[src/core/bbsc_pkg.sv]
// Package for the battery-backed memory port controller
package bbsc_pkg;
	localparam int ADDR_W = 13;
	localparam int DATA_W = 8;
	// Device map
	localparam logic [12:0] CLOCK_BASE_ADDR   = 13'h1FF8;
	localparam logic [12:0] CLOCK_CTRL_ADDR   = 13'h1FF8;
	localparam logic [12:0] CLOCK_TOP_ADDR    = 13'h1FFF;
	// Controller registers (APB byte addresses)
	localparam logic [11:0] REG_CMD_OFF    = 12'h000;
	localparam logic [11:0] REG_STATUS_OFF = 12'h004;
	localparam logic [11:0] REG_RDATA_OFF  = 12'h008;
	localparam logic [11:0] REG_TIMING_OFF = 12'h00C;
	// Command register fields
	localparam int CMD_ADDR_LSB = 0;
	localparam int CMD_DATA_LSB = 16;
	localparam int CMD_WR_BIT   = 24;
	localparam int CMD_GO_BIT   = 31;
	// Status fields
	localparam int ST_BUSY_BIT  = 0;
	localparam int ST_DONE_BIT  = 1;
	// Timing in ns, converted to cycles at 4 ns
	localparam int CLK_NS       = 4;
	localparam int T_ACCESS_NS  = 70;
	localparam int T_WPULSE_NS  = 55;
	localparam int T_DSETUP_NS  = 30;
	localparam int T_HOLD_NS    = 5;
	localparam int T_RECOV_NS   = 25;
	localparam int ACCESS_CYC = (T_ACCESS_NS + CLK_NS - 1) / CLK_NS;
	localparam int WPULSE_CYC = (T_WPULSE_NS + CLK_NS - 1) / CLK_NS;
	localparam int DSETUP_CYC = (T_DSETUP_NS + CLK_NS - 1) / CLK_NS;
	localparam int HOLD_CYC   = (T_HOLD_NS + CLK_NS - 1) / CLK_NS;
	localparam int RECOV_CYC  = (T_RECOV_NS + CLK_NS - 1) / CLK_NS;
	localparam logic [7:0] TIMING_RST = 8'(ACCESS_CYC);

	typedef enum logic [4:0] {
		ST_IDLE   = 5'b00001,
		ST_READ   = 5'b00010,
		ST_WRITE  = 5'b00100,
		ST_HOLD   = 5'b01000,
		ST_RECOV  = 5'b10000
	} bbsc_state_t;

	// Pins toward the device
	typedef struct packed {
		logic [12:0] addr;
		logic        select_one_n;
		logic        select_two;
		logic        out_en_n;
		logic        write_n;
		logic [7:0]  byte_lines_out;
		logic        byte_lines_oe;
	} bbsc_pins_t;
endpackage

[src/core/bbsc_ctrl.sv]
// Host-side controller for the battery-backed memory and clock port
// What this block does
// - Write starts at last enabling edge, ends at first disabling edge.
// - Host keeps address stable across the whole write cycle.
// - Host sets data before the ending edge, holds briefly after.
// - Host deasserts a control for a recovery time between cycles.
// - Host keeps output enable high during writes.
`timescale 1ns/1ps
`default_nettype none
module bbsc_ctrl
	import bbsc_pkg::*;
#(
	parameter int ADDR_WIDTH = 13
) (
	// Clock, reset, enable
	input  wire logic              ref_clk_i,
	input  wire logic              rst_n_i,
	input  wire logic              clk_en_i,
	// APB slave
	input  wire logic              psel_i,
	input  wire logic              penable_i,
	input  wire logic              pwrite_i,
	input  wire logic [11:0]       paddr_i,
	input  wire logic [31:0]       pwdata_i,
	output logic      [31:0]       prdata_o,
	output logic                   pready_o,
	output logic                   pslverr_o,
	// Device pins
	output bbsc_pkg::bbsc_pins_t   pins_o,
	input  wire logic [7:0]        byte_lines_i
);
	import bbsc_pkg::*;

	bbsc_state_t         state_reg;
	logic [7:0]          cnt_reg;
	logic [7:0]          access_reg;
	logic [12:0]         addr_reg;
	logic [7:0]          wdata_reg;
	logic                wr_reg;
	logic [7:0]          rdata_reg;
	logic                done_reg;
	logic [7:0]          sync1_reg;
	logic [7:0]          sync2_reg;
	logic                go;
	logic                apb_wr;
	logic                apb_rd;

	assign apb_wr = psel_i & penable_i & pwrite_i;
	assign apb_rd = psel_i & penable_i & ~pwrite_i;
	assign go = apb_wr && paddr_i == REG_CMD_OFF && pwdata_i[CMD_GO_BIT]
		&& state_reg == ST_IDLE;
	assign pready_o = 1'b1;
	assign pslverr_o = 1'b0;

	// Byte lines from the device pass two flops
	always_ff @(posedge ref_clk_i or negedge rst_n_i) begin
		if (!rst_n_i) begin
			sync1_reg <= 8'h00;
			sync2_reg <= 8'h00;
		end else if (clk_en_i) begin
			sync1_reg <= byte_lines_i;
			sync2_reg <= sync1_reg;
		end
	end

	// APB read data
	always_ff @(posedge ref_clk_i or negedge rst_n_i) begin
		if (!rst_n_i) begin
			prdata_o <= 32'h0000_0000;
		end else if (clk_en_i && psel_i && !penable_i && !pwrite_i) begin
			case (paddr_i)
				REG_CMD_OFF: prdata_o <= {7'h00, wr_reg, wdata_reg,
					3'h0, addr_reg};
				REG_STATUS_OFF: prdata_o <= {30'h0, done_reg,
					state_reg != ST_IDLE};
				REG_RDATA_OFF: prdata_o <= {24'h0, rdata_reg};
				REG_TIMING_OFF: prdata_o <= {24'h0, access_reg};
				default: prdata_o <= 32'h0000_0000;
			endcase
		end
	end

	// Access time register, software may lengthen it
	always_ff @(posedge ref_clk_i or negedge rst_n_i) begin
		if (!rst_n_i) begin
			access_reg <= TIMING_RST;
		end else if (clk_en_i && apb_wr && paddr_i == REG_TIMING_OFF) begin
			access_reg <= (pwdata_i[7:0] < TIMING_RST) ? TIMING_RST
				: pwdata_i[7:0];
		end
	end

	// Command capture; address held for the whole cycle
	always_ff @(posedge ref_clk_i or negedge rst_n_i) begin
		if (!rst_n_i) begin
			addr_reg  <= 13'h0000;
			wdata_reg <= 8'h00;
			wr_reg    <= 1'b0;
		end else if (clk_en_i && go) begin
			addr_reg  <= pwdata_i[CMD_ADDR_LSB +: 13];
			wdata_reg <= pwdata_i[CMD_DATA_LSB +: 8];
			wr_reg    <= pwdata_i[CMD_WR_BIT];
		end
	end

	// Done flag: set by hardware wins over clear by status read
	always_ff @(posedge ref_clk_i or negedge rst_n_i) begin
		if (!rst_n_i) begin
			done_reg <= 1'b0;
		end else if (clk_en_i) begin
			if ((state_reg == ST_HOLD) && cnt_reg == 8'h00)
				done_reg <= 1'b1;
			else if (go || (apb_rd && paddr_i == REG_STATUS_OFF))
				done_reg <= 1'b0;
		end
	end

	// Sequencer
	always_ff @(posedge ref_clk_i or negedge rst_n_i) begin
		if (!rst_n_i) begin
			state_reg <= ST_IDLE;
			cnt_reg   <= 8'h00;
			rdata_reg <= 8'h00;
		end else if (clk_en_i) begin
			case (state_reg)
				ST_IDLE: begin
					if (go) begin
						if (pwdata_i[CMD_WR_BIT]) begin
							state_reg <= ST_WRITE;
							cnt_reg   <= 8'(WPULSE_CYC - 1);
						end else begin
							state_reg <= ST_READ;
							// Two extra for the input synchroniser
							cnt_reg   <= access_reg + 8'h01;
						end
					end
				end
				ST_READ: begin
					if (cnt_reg == 8'h00) begin
						rdata_reg <= sync2_reg;
						state_reg <= ST_RECOV;
						cnt_reg   <= 8'(RECOV_CYC - 1);
					end else begin
						cnt_reg <= cnt_reg - 8'h01;
					end
				end
				ST_WRITE: begin
					if (cnt_reg == 8'h00) begin
						state_reg <= ST_HOLD;
						cnt_reg   <= 8'(HOLD_CYC - 1);
					end else begin
						cnt_reg <= cnt_reg - 8'h01;
					end
				end
				ST_HOLD: begin
					if (cnt_reg == 8'h00) begin
						state_reg <= ST_RECOV;
						cnt_reg   <= 8'(RECOV_CYC - 1);
					end else begin
						cnt_reg <= cnt_reg - 8'h01;
					end
				end
				ST_RECOV: begin
					if (cnt_reg == 8'h00)
						state_reg <= ST_IDLE;
					else
						cnt_reg <= cnt_reg - 8'h01;
				end
				default: state_reg <= ST_IDLE;
			endcase
		end
	end

	// Pin drive; all from flops
	always_ff @(posedge ref_clk_i or negedge rst_n_i) begin
		if (!rst_n_i) begin
			pins_o <= '{addr: 13'h0000, select_one_n: 1'b1,
				select_two: 1'b0, out_en_n: 1'b1, write_n: 1'b1,
				byte_lines_out: 8'h00, byte_lines_oe: 1'b0};
		end else if (clk_en_i) begin
			pins_o.addr           <= (go) ? pwdata_i[CMD_ADDR_LSB +: 13]
				: addr_reg;
			pins_o.select_two     <= 1'b1;
			pins_o.byte_lines_out <= (go) ? pwdata_i[CMD_DATA_LSB +: 8]
				: wdata_reg;
			case (state_reg)
				ST_IDLE: begin
					pins_o.select_one_n  <= ~go;
					pins_o.write_n       <= ~(go & pwdata_i[CMD_WR_BIT]);
					pins_o.out_en_n      <= ~(go & ~pwdata_i[CMD_WR_BIT]);
					pins_o.byte_lines_oe <= go & pwdata_i[CMD_WR_BIT];
				end
				ST_READ: begin
					pins_o.select_one_n  <= (cnt_reg == 8'h00);
					pins_o.out_en_n      <= (cnt_reg == 8'h00);
					pins_o.write_n       <= 1'b1;
					pins_o.byte_lines_oe <= 1'b0;
				end
				ST_WRITE: begin
					// Strobe rises at end, data and address still held
					pins_o.select_one_n  <= 1'b0;
					pins_o.write_n       <= (cnt_reg == 8'h00);
					pins_o.out_en_n      <= 1'b1;
					pins_o.byte_lines_oe <= 1'b1;
				end
				ST_HOLD: begin
					pins_o.select_one_n  <= (cnt_reg == 8'h00);
					pins_o.write_n       <= 1'b1;
					pins_o.out_en_n      <= 1'b1;
					pins_o.byte_lines_oe <= (cnt_reg != 8'h00);
				end
				default: begin
					pins_o.select_one_n  <= 1'b1;
					pins_o.write_n       <= 1'b1;
					pins_o.out_en_n      <= 1'b1;
					pins_o.byte_lines_oe <= 1'b0;
				end
			endcase
		end
	end
endmodule
`default_nettype wire

[config.mk]
export PLATFORM = sky130hd
export DESIGN_NAME = bbsc_ctrl
export DESIGN_NICKNAME = d
export VERILOG_FILES = /design/src/core/bbsc_pkg.sv /design/src/core/bbsc_ctrl.sv
export SDC_FILE = /design/constraint.sdc
export NUM_CORES = 1
export LEC_CHECK = 0
export ABC_AREA = 1
export BUFFER_PORTS_ARGS = -buffer_cell sky130_fd_sc_hd__buf_4
export CORE_AREA = 4 4 143 145
export DETAILED_ROUTE_END_ITERATION = 10
export DIE_AREA = 0 0 147 149
export SETUP_SLACK_MARGIN = 0.05
export SLEW_MARGIN = 20
export SYNTH_ARGS = -nofsm -noshare
export SYNTH_HDL_FRONTEND = slang
export SYNTH_SLANG_ARGS = --single-unit
[constraint.sdc]
create_clock -name ref_clk_i -period 4.9 [get_ports ref_clk_i]
set_clock_uncertainty 0.05 [all_clocks]
set_input_delay 0.49 -clock ref_clk_i [delete_from_list [all_inputs] [get_ports ref_clk_i]]
set_output_delay 0.49 -clock ref_clk_i [all_outputs]
set_load 0.05 [all_outputs]
---- After elaboration in Yosys (flattened, before gate mapping) ----
Cells that the tools add are included.
cells by class
  add/subtract/negate cells ............... 2
  $lt $le $gt $ge ......................... 1
  eq/ne operators ......................... 14
  muxes and demuxes ....................... 21
  bitwise gates (word level) .............. 10
  reduce and logical (&&, ||, !) cells .... 24
operators by type and width
  kind                                                        number
  one-hot mux 25 bit (4 select lines)                         1
  two-way mux 8 bit                                           7
  one-hot mux 8 bit (4 select lines)                          1
  == test 12 x 4 -> 1 bit, second input constant              2
  two-way mux 5 bit                                           4
  one-hot mux 5 bit (4 select lines)                          1
  two-way mux 13 bit                                          1
  == test 12 x 3 -> 1 bit, second input constant              1
  zero test 12 bit                                            1
  logical AND 1 bit                                           11
  adder 8 x 1 -> 8 bit, second input constant                 1
  zero test 8 bit                                             1
  less-than comparator 8 x 5 -> 1 bit, second input constant  1
  inequality test 2 bit, second input constant                4
  nonzero test 8 bit                                          1
  subtractor 8 x 1 -> 8 bit, second input constant            1
  one-hot mux 1 bit (3 select lines)                          2
  one-hot mux 2 bit (3 select lines)                          1
  bitwise AND 1 bit                                           5
  == test 5 x 1 -> 1 bit, second input constant               1
  == test 5 x 2 -> 1 bit, second input constant               1
  == test 5 x 3 -> 1 bit, second input constant               1
  == test 5 x 4 -> 1 bit, second input constant               1
  == test 5 bit, second input constant                        1
  14 further kinds                                            20
word-level totals
  register bits after elaboration ......... 126
  input port bits ......................... 58
  output and inout port bits .............. 60
  word-level logic and storage cells ...... 90

---- Depth between registers and ports, before layout ----
  depth after elaboration ................. 8
  gate-level depth with buffers ........... 11
  depth with buffers taken out ............ 11

---- Worst setup path after synthesis ----
Ideal clock, no wire load.
  path type ............................... input port to flip-flop
  start point ............................. input port paddr_i[0]
  end point ............................... register cnt_reg[2]
  setup time .............................. 0.116 ns
  data arrival time ....................... 1.511 ns
  data required time ...................... 4.734 ns
  slack ................................... 3.222 ns
  cell stages on the path ................. 9
  cell sequence ........................... inv_1 nand2_2 nor2_2 buf_4 nand3_1 a21oi_4 nand2_2 nand2_1 nand2_1
on the way
  word-level cells in the longest chain between the ends .. 6
RTL lines
  item                             RTL line          text
  start: declaration               bbsc_ctrl.sv:23   input wire logic [11:0] paddr_i,
  zero test 12 bit                 bbsc_ctrl.sv:50   assign go = apb_wr && paddr_i == REG_CMD_OFF && pwdata_i[CMD_GO_BIT]
  logical AND 1 bit (2 in series)  bbsc_ctrl.sv:50
  logical AND 1 bit                bbsc_ctrl.sv:51   && state_reg == ST_IDLE;
  inequality test 2 bit (no line)  n/a
  AND reduction 4 bit (no line)    n/a
  end signal: assignment           bbsc_ctrl.sv:130  cnt_reg <= 8'(WPULSE_CYC - 1);
  end signal: assignment           bbsc_ctrl.sv:134  cnt_reg <= access_reg + 8'h01;
  end signal: assignment           bbsc_ctrl.sv:142  cnt_reg <= 8'(RECOV_CYC - 1);
  end: declaration                 bbsc_ctrl.sv:35   logic [7:0] cnt_reg;
Every way passes these cells.
A chain may end at the register's enable or synchronous reset.

---- Worst setup path after layout ----
  start point ............................. register state_reg[3]
  end point ............................... register addr_reg[11]
on the way
  word-level cells in the longest chain between the ends .. 3
RTL lines
  item                      RTL line          text
  start: declaration        bbsc_ctrl.sv:34   bbsc_state_t state_reg;
  start signal: assignment  bbsc_ctrl.sv:121  state_reg <= ST_IDLE;
  start signal: assignment  bbsc_ctrl.sv:129  state_reg <= ST_WRITE;
  start signal: assignment  bbsc_ctrl.sv:132  state_reg <= ST_READ;
  == test 5 x 1 -> 1 bit    bbsc_ctrl.sv:51
  logical AND 1 bit         bbsc_ctrl.sv:51
  logical AND 1 bit         bbsc_ctrl.sv:99   end else if (clk_en_i && go) begin
  end signal: assignment    bbsc_ctrl.sv:100  addr_reg <= pwdata_i[CMD_ADDR_LSB +: 13];
  end: declaration          bbsc_ctrl.sv:37   logic [12:0] addr_reg;
Every way passes these cells.

==> run metrics <==
post-route minimum period=approximately 2.8 ns; Root Driver=clkbuf_16; Vias/cell=approximately 4.6; Core Region=19200 µm²; Arrival @ worst endpoint=~3 ns; Avg Cell Area, Syn=7.90 µm²; I/O pins=around 120; WP data required=just over 5 ns; Layout Nets=around 870; Setup Fix Bufs, Post-CTS=0; Hold WC Path Type=in -> async; post-cts sizing count=0; Pre-antenna DRT Iters=5; grt total ovfl=0; P_leak=~3.7 nW; CTS Hold Bufs=0; Post-Route WL=~15 mm; RSZ-0062 raised after global routing=false; Final Max Slew Viols=0; Worst-path clk slew=0.06 ns; Reg-to-Reg End=addr_reg[11]; max_slew headroom=0.303; total CTS buffers=17; failing checks=negative hold slack; crit path kind=reg -> reg; Via Count=5004; routability cong.=0.865; Main synth FF type=dfrtp_1; htree depth=4; crit end category=register; dpl hpwl=10.7 mm; peak supply drop=0.240 mV; initial antenna violation count=0; post-DR wirelength/cell=around 14 µm; Area growth, synth to finish=26.6%; tightest hold margin=-0.0218 ns; DRT iter0 DRCs=between 200 and 300; Diodes inserted=0; R2R setup slack=roughly 2.1 ns; IO Port Bufs=96; largest net degree at the start of global routing=79; P per Cell Area=~430 nW/µm²; DIE WIDTH=147 µm; most frequent cells in the layout=253 x nand2_1, 110 x dfrtp_1, 100 x buf_4, 90 x nand3_1, 53 x inv_1; worst skew pair latency=roughly 0.41 ns; Clock Tree Buf Depth=2; TNS Setup=0 ns; worst r2r path cells=8; Worst setup SP type=register; number of flip-flops under the largest register name=26; period utilisation layout=0.562; Yosys reg bits=around 120; final hold violations=34; post-synthesis cell area=5680 µm²; row count=51; gate count of the mapped netlist=around 700; Post-synth ARST share=1.00; sequential cell area fraction in the yosys report=0.513; Post-route DRC=0; first-pass GRT wire length=25.0 mm; Yosys warnings=0; worst r2r src=state_reg[3]; Max-cap violations=0; CP max FO=31; Die Y=between 100 and 150 µm; most common cell after layout, fill and taps aside=nand2_1; share of cells above drive strength 1=0.192; Die Area=approximately 22000 µm²; achievable clock frequency=roughly 360 MHz; unique cell type count in the Yosys netlist=33; GRT Total Usage=0.143; run status=finished with violations; Worst Max-Slew Pin Slew=around 1.0 ns; number of global-route vias before repair=4915; post-route ant nets=0; Starting Density=0.296; CTS sink cnt=between 100 and 150; CTS tree=built; EDFF count, synth=0; # setup viols final=0
## routing by layer
layer | wire length [µm] | vias up | share of wire | track usage
li1 | - | 2473 | - | -
met1 | 7280 | 2392 | 0.47 | 0.200
met2 | 7150 | 122 | 0.47 | 0.220
met3 | 658 | 17 | 0.043 | 0.0346
met4 | 274 | 0 | 0.018 | 0.0466
met5 | 0 | - | 0 | 0
## where the power goes
group	total, mW	internal [mW]	switching [mW]	leakage (nW)
clock network	1.25	0.800	0.448	0.285
logic	0.723	0.233	0.490	1.92
registers	1.12	1.05	0.0697	1.48
total	3.09	2.08	1.01	3.68
## logic make-up (layout without fill, tap and decap cells)
logic type                 count (synthesis)  after routing  share of synthesized area
and+or+nand+nor                          422            422                      0.320
DFF                                      116            116                      0.513
buffers and inverters                     94            189                     0.0765
AOI/OAI and AO/OA                         78             78                     0.0767
xor gates and xnor gates                   4              4                    0.00617
adders and majority gates                  3              3                    0.00661
other                                      2             12                    0.00132
## per-stage QoR
stage,power (mW),utilization,instance area [µm²],instances,setup WS (ns)
finish,3.09,0.374,7180,1089,2.15
global route,3.28,0.374,7180,1089,1.93
CTS,3.11,0.373,7160,1088,2.12
detailed placement,1.86,0.342,6570,1056,1.74
global placement,1.84,0.342,6570,1056,1.73
floorplan,1.67,-,5710,729,3.22
## synthesized netlist by cell type, types with 6 or more instances
| cell | n | area share |
|---|---|---|
| buf_4 | 16 | 0.021 |
| o21ai_1 | 13 | 0.011 |
| nand4_1 | 8 | 0.0088 |
| o31ai_1 | 6 | 0.0079 |
| dfrtp_1 | 110 | 0.48 |
| dfstp_2 | 6 | 0.028 |
| o211ai_1 | 7 | 0.0093 |
| o21ai_0 | 42 | 0.037 |
| nor2_2 | 6 | 0.0066 |
| nand3_1 | 90 | 0.079 |
| clkbuf_1 | 10 | 0.0066 |
| nor2_1 | 46 | 0.030 |
| a21oi_1 | 8 | 0.0071 |
| nand2_1 | 253 | 0.17 |
| inv_1 | 53 | 0.035 |
## worst max-delay path by stage
stage | start | end | slack, ns
3_5_place_dp | paddr_i[0] | addr_reg[4] | 1.74
6_report | state_reg[3] | addr_reg[11] | 2.15
3_3_place_gp | paddr_i[0] | addr_reg[2] | 1.73
5_1_grt | state_reg[3] | addr_reg[5] | 1.93
4_1_cts | state_reg[3] | addr_reg[11] | 2.12
2_1_floorplan | paddr_i[0] | cnt_reg[2] | 3.22
## area by class of cell
class,count,area (µm²)
tap,265,332
sequential,116,2910
inverter,56,210
multi-input combinational,519,2370
clock inverter,12,155
clock buffer,20,437
timing repair buffer,101,771
fill,2019,12000
## worst max-delay path, cell delays in order (launching register included)
cell     delay, ns
dfrtp_1       0.43
nor2_4        0.16
nand2_1       0.11
nor2_4        0.20
nand4_4       0.40
nor2_4        0.76
inv_2         0.32
nand2_1       0.13
nand2_1       0.06
Note: power is estimated with default switching activity, not from simulation.
